File: src/hdl/rsp_pkg.sv
package rsp_pkg;

    // ------------------------------------------------------------
    // Frame layout
    // ------------------------------------------------------------
    localparam int          RSP_BYTE_BITS   = 8;
    localparam int          RSP_ADDR_BITS   = 7;
    localparam int          RSP_BIT_CNT_W   = 3;
    localparam logic [2:0]  RSP_LAST_BIT    = 3'h7;
    localparam logic        RSP_DIR_READ    = 1'b1;

    // ------------------------------------------------------------
    // Register groups
    // ------------------------------------------------------------
    localparam logic [6:0]  RSP_G1_LAST     = 7'h1F;
    localparam logic [6:0]  RSP_G2_FIRST    = 7'h20;
    localparam logic [6:0]  RSP_G2_LAST     = 7'h2A;
    localparam logic [6:0]  RSP_G2_EXTRA    = 7'h34;
    localparam logic [6:0]  RSP_FIFO_ADDR   = 7'h32;
    localparam logic [6:0]  RSP_STATUS_ADDR = 7'h30;
    localparam logic [6:0]  RSP_ID_ADDR     = 7'h1F;
    localparam int          RSP_NUM_REGS    = 128;

    // ------------------------------------------------------------
    // Reset values
    // ------------------------------------------------------------
    localparam logic [15:0] RSP_REG_RESET   = 16'h0000;

    // ------------------------------------------------------------
    // Host-side timing, for reference only
    // ------------------------------------------------------------
    localparam int          RSP_CLK_MHZ     = 20;
    localparam int          RSP_HOP_US      = 150;
    localparam int          RSP_HOP_AC_US   = 350;
    localparam int          RSP_GAP_FIFO_NS = 350;
    localparam int          RSP_GAP_NS      = 83;
    localparam int          RSP_GAP_FIFO_CYC =
        (RSP_GAP_FIFO_NS * RSP_CLK_MHZ + 999) / 1000;
    localparam int          RSP_GAP_CYC     =
        (RSP_GAP_NS * RSP_CLK_MHZ + 999) / 1000;

    typedef enum logic [2:0] {
        RSP_ST_CMD  = 3'b001,
        RSP_ST_WR   = 3'b010,
        RSP_ST_RD   = 3'b100
    } rsp_state_e;

endpackage

File: src/hdl/rsp_port.sv
`timescale 1ns/1ps
module rsp_port
    import rsp_pkg::*;
#(
    parameter logic [15:0] SILICON_ID = 16'h0A5C  // Arbitrary value
) (
    // Clock and reset
    input  wire logic        clk,
    input  wire logic        sys_rst,
    // Serial pins, sampled synchronously
    input  wire logic        spi_ss_n,
    input  wire logic        spi_sck,
    input  wire logic        spi_mosi,
    output logic             spi_miso,
    output logic             spi_miso_oe,
    // Device side
    input  wire logic [15:0] status_word_register,
    output logic             fifo_wr_stb,
    output logic [7:0]       fifo_wr_data,
    output logic             fifo_rd_stb,
    input  wire logic [7:0]  fifo_rd_data
);
    // ------------------------------------------------------------
    // State
    // ------------------------------------------------------------
    rsp_state_e       state;
    logic             sck_d;
    logic [2:0]       bit_cnt;
    logic [7:0]       sh_in;
    logic [7:0]       sh_out;
    logic [6:0]       addr;
    logic             hi_phase;
    logic [7:0]       wr_hi;
    logic             mem_we;
    logic [15:0]      mem_wdata;
    logic [15:0]      mem_rdata;

    // ------------------------------------------------------------
    // Decode
    // ------------------------------------------------------------
    function automatic logic is_byte_reg(input logic [6:0] a);
        return (a == RSP_FIFO_ADDR) || (a == RSP_G2_EXTRA) ||
               ((a >= RSP_G2_FIRST) && (a <= RSP_G2_LAST));
    endfunction

    wire        active    = ~spi_ss_n;
    wire        rise      = active & spi_sck & ~sck_d;
    wire        fall      = active & ~spi_sck & sck_d;
    wire        byte_done = rise && (bit_cnt == RSP_LAST_BIT);
    wire [7:0]  byte_in   = {sh_in[6:0], spi_mosi};
    wire        is_fifo   = (addr == RSP_FIFO_ADDR);
    wire        byte_reg  = is_byte_reg(addr);
    wire [6:0]  cmd_addr  = byte_in[6:0];
    wire        cmd_rd    = (byte_in[7] == RSP_DIR_READ);
    wire [15:0] rd_word   = (addr == RSP_ID_ADDR) ? SILICON_ID
                          : (addr == RSP_STATUS_ADDR) ? status_word_register
                          : mem_rdata;
    wire [7:0]  rd_byte   = is_fifo ? fifo_rd_data
                          : byte_reg ? rd_word[7:0]
                          : (hi_phase ? rd_word[15:8] : rd_word[7:0]);
    wire        adv       = ~is_fifo && (byte_reg || !hi_phase);
    wire [6:0]  next_addr = adv ? addr + 7'h01 : addr;

    // Next byte to shift out, loaded on each byte boundary
    wire        go_read   = (state == RSP_ST_CMD) ? cmd_rd
                          : (state == RSP_ST_RD);
    wire [7:0]  stat_byte = status_word_register[15:8];
    wire [7:0]  next_out  = go_read ? rd_byte : stat_byte;

    // Write path: byte registers store directly, others pair hi/lo
    assign mem_we    = byte_done && (state == RSP_ST_WR) && !is_fifo &&
                       (byte_reg || !hi_phase);
    assign mem_wdata = byte_reg ? {8'h00, byte_in} : {wr_hi, byte_in};

    rsp_reg_mem u_mem (
        .clk     (clk),
        .wr_en   (mem_we),
        .wr_addr (addr),
        .wr_data (mem_wdata),
        .rd_addr ((state == RSP_ST_CMD) ? cmd_addr : addr),
        .rd_data (mem_rdata)
    );

    assign spi_miso    = sh_out[7];
    assign spi_miso_oe = active;

    // ------------------------------------------------------------
    // Shift engine
    // ------------------------------------------------------------
    always_ff @(posedge clk) begin
        if (sys_rst || !active) begin
            state    <= RSP_ST_CMD;
            bit_cnt  <= 3'h0;
            sh_in    <= 8'h00;
            hi_phase <= 1'b1;
        end else if (rise) begin
            sh_in   <= byte_in;
            bit_cnt <= bit_cnt + 3'h1;
            if (byte_done) begin
                unique case (state)
                    RSP_ST_CMD: begin
                        state    <= cmd_rd ? RSP_ST_RD : RSP_ST_WR;
                        hi_phase <= 1'b1;
                    end
                    RSP_ST_WR, RSP_ST_RD: begin
                        hi_phase <= byte_reg ? 1'b1 : ~hi_phase;
                    end
                endcase
            end
        end
    end

    always_ff @(posedge clk) begin
        if (sys_rst) begin
            sck_d <= 1'b0;
            addr  <= 7'h00;
            wr_hi <= 8'h00;
        end else begin
            sck_d <= spi_sck;
            if (byte_done && state == RSP_ST_CMD) begin
                addr <= cmd_addr;
            end else if (byte_done) begin
                addr <= next_addr;
            end
            if (byte_done && state == RSP_ST_WR && hi_phase) begin
                wr_hi <= byte_in;
            end
        end
    end

    // Output shifter: status during command, then loaded per byte.
    // The load waits for the first fall after a byte ends, by which
    // time the memory has presented its read data.
    always_ff @(posedge clk) begin
        if (sys_rst || !active) begin
            sh_out <= stat_byte;
        end else if (fall && bit_cnt == 3'h0) begin
            sh_out <= next_out;
        end else if (fall) begin
            sh_out <= {sh_out[6:0], 1'b0};
        end
    end

    // ------------------------------------------------------------
    // FIFO strobes
    // ------------------------------------------------------------
    always_ff @(posedge clk) begin
        if (sys_rst) begin
            fifo_wr_stb  <= 1'b0;
            fifo_rd_stb  <= 1'b0;
            fifo_wr_data <= 8'h00;
        end else begin
            fifo_wr_stb  <= byte_done && state == RSP_ST_WR && is_fifo;
            fifo_rd_stb  <= byte_done && state == RSP_ST_RD && is_fifo;
            if (byte_done) begin
                fifo_wr_data <= byte_in;
            end
        end
    end

    // ------------------------------------------------------------
    // Checks
    // ------------------------------------------------------------
    a_miso_idle_hiz: assert property (
        @(posedge clk) disable iff (sys_rst)
        spi_ss_n |-> !spi_miso_oe)
        else $error("MISO driven while deselected");
    a_abort_resets: assert property (
        @(posedge clk) disable iff (sys_rst)
        spi_ss_n |=> (state == RSP_ST_CMD && bit_cnt == 3'h0))
        else $error("Partial byte not discarded");
    a_fifo_no_adv: assert property (
        @(posedge clk) disable iff (sys_rst)
        (byte_done && state != RSP_ST_CMD && is_fifo) |=>
        (addr == RSP_FIFO_ADDR))
        else $error("FIFO address advanced");
    a_fifo_rd_src: assert property (
        @(posedge clk) disable iff (sys_rst)
        fifo_rd_stb |-> ($past(state) == RSP_ST_RD))
        else $error("FIFO popped outside a read");
    a_write_no_rd: assert property (
        @(posedge clk) disable iff (sys_rst)
        (state == RSP_ST_WR) |-> !fifo_rd_stb)
        else $error("Read strobe during write");
    a_read_no_wr: assert property (
        @(posedge clk) disable iff (sys_rst)
        (state == RSP_ST_RD) |-> !mem_we)
        else $error("Write during read");
    a_cmd_dir: assert property (
        @(posedge clk) disable iff (sys_rst)
        (byte_done && state == RSP_ST_CMD && active) |=>
        (state == ($past(byte_in[7]) ? RSP_ST_RD : RSP_ST_WR)) [*1])
        else $error("Direction decode wrong");
    a_pair_write: assert property (
        @(posedge clk) disable iff (sys_rst)
        (mem_we && !byte_reg) |-> !hi_phase)
        else $error("Word written on upper byte");
    a_g1_adv: assert property (
        @(posedge clk) disable iff (sys_rst)
        (byte_done && state != RSP_ST_CMD && !byte_reg && hi_phase)
        |=> (addr == $past(addr)))
        else $error("Address advanced mid-word");
    a_idle_status: assert property (
        @(posedge clk) disable iff (sys_rst)
        !active |=> (sh_out == $past(stat_byte)))
        else $error("Status byte not staged while idle");
    a_write_status: assert property (
        @(posedge clk) disable iff (sys_rst)
        (fall && bit_cnt == 3'h0 && state == RSP_ST_WR) |=>
        (sh_out == $past(stat_byte)))
        else $error("Status byte not returned during write");

    c_read: cover property (@(posedge clk) state == RSP_ST_RD);
    c_write: cover property (@(posedge clk) mem_we);
    c_fifo: cover property (@(posedge clk) fifo_wr_stb || fifo_rd_stb);
    c_abort: cover property (@(posedge clk)
        (active && bit_cnt != 3'h0) ##1 !active);
endmodule

File: src/hdl/rsp_reg_mem.sv
`timescale 1ns/1ps
module rsp_reg_mem
    import rsp_pkg::*;
#(
    parameter int DEPTH = RSP_NUM_REGS,
    parameter int AW    = 7
) (
    // Clock
    input  wire logic          clk,
    // Write port
    input  wire logic          wr_en,
    input  wire logic [AW-1:0] wr_addr,
    input  wire logic [15:0]   wr_data,
    // Read port
    input  wire logic [AW-1:0] rd_addr,
    output logic      [15:0]   rd_data
);
    logic [15:0] mem [DEPTH];

    always_ff @(posedge clk) begin
        if (wr_en) begin
            mem[wr_addr] <= wr_data;
        end
        rd_data <= mem[rd_addr];
    end
endmodule

File: config.mk
export PLATFORM = sky130hd
export DESIGN_NAME = rsp_port
export DESIGN_NICKNAME = d
export VERILOG_FILES = /design/src/hdl/rsp_pkg.sv /design/src/hdl/rsp_port.sv /design/src/hdl/rsp_reg_mem.sv
export SDC_FILE = /design/constraint.sdc
export NUM_CORES = 2
export LEC_CHECK = 0
export BUFFER_PORTS_ARGS = -buffer_cell sky130_fd_sc_hd__buf_4
export CORE_ASPECT_RATIO = 1.4
export CORE_MARGIN = 2
export CORE_UTILIZATION = 25
export CTS_CLUSTER_SIZE = 12
export DETAILED_ROUTE_END_ITERATION = 16
export GPL_TIMING_DRIVEN = 1
export HOLD_SLACK_MARGIN = 0.12
export PLACE_DENSITY = 0.47
export SLEW_MARGIN = 20
export SYNTH_ARGS = -nofsm -noshare
export SYNTH_HDL_FRONTEND = slang
export SYNTH_HIERARCHICAL = 1
export SYNTH_SLANG_ARGS = --single-unit
File: constraint.sdc
create_clock -name clk -period 4.45 [get_ports clk]
set_input_delay 0.89 -clock clk [delete_from_list [all_inputs] [get_ports clk]]
set_output_delay 0.89 -clock clk [all_outputs]
set_load 0.02 [all_outputs]
==> qor.yml <==
global_routing:
  grt_pass1_vias: 39600
  grt-busiest-layer: "met2"
  grt_pass1_wl_mm: 309
  met2_usage: 0.245
  grt_util_met1: 0.158
  grtUsageTotal: 0.131
  antenna_found_initial: 11
  grt.overflow.total: 0
  grt_max_degree: 71
  grt_use_met3: 0.0144
clock_network:
  htreeDepth: 4
  cts.reportedPaths.clkPinSlew_ns: 0.06
  cts.sinks: 2112
  insertion_delay_ns: 0.87
  cts_hold_buf: 0
  cts_root_buffer: "clkbuf_16"
  cts-buffers-inserted: 205
  tritoncts: "built"
  clockBufferDepth: 4
yosys:
  post-synth-top-count-cell: "edfxtp_1"
  ys_ff_latch: 2112
  yosysTopAreaCellShare: 0.759
  synth_area_leaders: "edfxtp_1 76%, mux4_2 19%, dfxtp_1 1.4%"
  syn_area_mm2: 0.0813
  async_flop_share: 0
  avgSynthCellArea_um2: 23.7
  synth_commonest_cells: "2056 x edfxtp_1, 672 x mux4_2, 159 x nor2_1"
  yosysWarnings: 6
  ys_seq_area_frac: 0.773
  synth_top_flop_cell: "edfxtp_1"
  ys_types: 62
  synth_cells: 3432
  syn-num-nets: 3467
  synth_top_area_cell: "edfxtp_1"
  synth_edf_count: 2056
sta:
  layout_min_cycle_time_ns: 4.17
  hold_viol: 0
  setup_ws_ns: 0.284
  max_freq_ghz: 0.240
  slew_violations: 0
  clock_skew_ns: 0.0399
  worstMarginPinSlew_ns: 0.906
  fin_crit_sh: 0.936
  slew_headroom: 0.396
  rsz0062_at_grt: "no"
  tns_ns: 0
  setup_viol: 0
detailed_routing:
  drc_errors: 0
  ant_nets: 0
  routed_wl_mm: 219
  vias: 37000
  dr.pass1.iters: 5
  wire_per_inst_um: 27.0
  dr.first_iter.drc_count: 2790
  vias_per_cell: 4.56
placement:
  dp_hpwl_mm: 134
  portBuffers: 40
  post-place-cells: 7831
  post-place-ws_ns: -0.0795
  gp_congestion: 0.773
worst_setup_path:
  critical_path.endpoint_type: "flip-flop"
  reg2regPathDepth: 12
  crit_required_ns: 5.15
  start_kind: "flip-flop"
  worstReg2RegEnd: "u_mem/rd_data[9]$_DFF_P_"
  r2r_setup_slack_ns: 0.28
  critical_path_class: "reg2reg"
  worstPathMaxFanout: 26
  cp.arrival_ns: 4.87
  rr_startpoint: "state[2]$_SDFFE_PP0P_"
final_layout:
  final_nets: 3843
  fin_cells: 8106
  post-route-util: 0.294
  area_delta_synth_final_pct: 17.1
  drive_gt1_frac: 0.362
  fill_cells: 31200
power_and_ir_drop:
  p_leak_nw: 31.9
  power.total_w: 0.0376
  power_density_mw_per_mm2: 394
  irDropWorstVdd_mv: 0.311
die:
  core_area_mm2: 0.324
  io_pins: 41
  dieArea_mm2: 0.330
  die_y_um: 679
  initial_core_util: 0.251
  chipWidth_um: 486
  rows: 247
outcome:
  outcome: "complete, no violations"
worst_hold_path:
  min_path_type: "in2reg"
  whs_path_depth: 2
  hold_start: "spi_sck"
  whs_endpoint: "sck_d$_SDFF_PP0_"
run:
  max-cap-violations: 0
worst max-delay path by stage:
stage | from | end | slack, ns | cells past startpoint
4_1_cts | state[2]$_SDFFE_PP0P_ | u_mem/rd_data[3]$_DFF_P_ | 0.008 | 11
3_3_place_gp | spi_mosi | u_mem/rd_data[3]$_DFF_P_ | -0.07 | 10
2_1_floorplan | sh_in[3]$_SDFFE_PP0P_ | u_mem/rd_data[0]$_DFF_P_ | 0.43 | 7
5_1_grt | state[2]$_SDFFE_PP0P_ | u_mem/rd_data[3]$_DFF_P_ | 0.19 | 12
6_report | state[2]$_SDFFE_PP0P_ | u_mem/rd_data[9]$_DFF_P_ | 0.28 | 12
3_5_place_dp | spi_mosi | u_mem/rd_data[3]$_DFF_P_ | -0.08 | 10
worst max-delay path, stage by stage, from the launching register on:
cell and delay [ns]:
dfxtp_1 0.44, nor3b_2 0.09, buf_4 0.16, buf_4 0.20
o21ai_4 0.18, buf_12 0.15, buf_12 0.12, buf_12 0.24
buf_4 0.31, mux4_2 0.53, mux4_2 0.57, mux4_2 0.65
mux2_2 0.32
what timing repair did:
item,CTS,global route
setup buffers,0,3
endpoints found under the hold margin,0,0
gates resized for setup,0,0
endpoints found under the setup margin,0,3
cell families after synthesis:
group                      Yosys count  share of synthesized area
AOI/OAI and AO/OA                   89                    0.00725
adders and majority gates            6                   0.000923
buffers and inverters              194                     0.0103
DFF                               2112                      0.773
muxes                              706                      0.191
and+or+nand+nor                    325                     0.0177
layout by cell type (no fill, tap or decap), types with 5 or more instances in the layout:
cell type     n
nor3_2        9
dfxtp_1      49
mux4_2      672
nand2_1      74
dfxtp_4       7
nand2b_1      9
nor2b_1      10
a21oi_1      34
nor2_1       63
nand3_1      18
o21ai_0       8
clkbuf_16   209
and2_4        8
nand4_1       7
mux2_2       16
clkinv_1      6
mux2i_1      17
buf_12       69
inv_1         8
clkbuf_1     43
o22ai_1       5
edfxtp_1   2056
nor2_2       96
ha_1          6
diode_2       7
buf_4       286
power by group:
part           internal (W)  switching (W)  leakage, nW
registers            0.0215     0.00000420         22.7
clock network       0.00847        0.00700         2.69
logic              0.000271       0.000301         6.53
total                0.0303        0.00730         31.9
stage by stage:
step / hold slack [ns] / cell area (um^2)
2_1_floorplan: 0.449 / 81300
3_3_place_gp: 0.454 / 89700
3_5_place_dp: 0.449 / 89700
4_1_cts: 0.245 / 95200
5_1_grt: 0.306 / 95200
6_report: 0.316 / 95200
layer usage:
metal  routed length [um]  vias to the layer above
met1                87000                    20700
met3                 7370                      245
met4                 5210                        0
met2               119000                      751
met5                    0                        -
li1                     -                    15300
registers in the layout, summed over array words and instances, names as in the netlist:
| register | count |
|---|---|
| u_mem/rd_data | 16 |
| addr | 7 |
| fifo_rd_stb | 1 |
| sh_in | 7 |
| fifo_wr_data | 8 |
| state | 3 |
| bit_cnt | 3 |
| u_mem/mem | 2048 |
| fifo_wr_stb | 1 |
| wr_hi | 8 |
| hi_phase | 1 |
| sck_d | 1 |
| sh_out | 8 |
final cells by class:
type                    instances  area (um^2)  area share
flip-flops and latches       2112        62900       0.660
clock buffers                 254         5420      0.0569
repair buffers                355         3530      0.0371
inverters                       8         30.0    0.000315
clock inverters                11         87.6    0.000920
diodes                          7         17.5    0.000184
well taps                    4233         5300      0.0556
multi-input cells            1126        18000       0.189
Note: power is estimated with default switching activity, not from simulation.
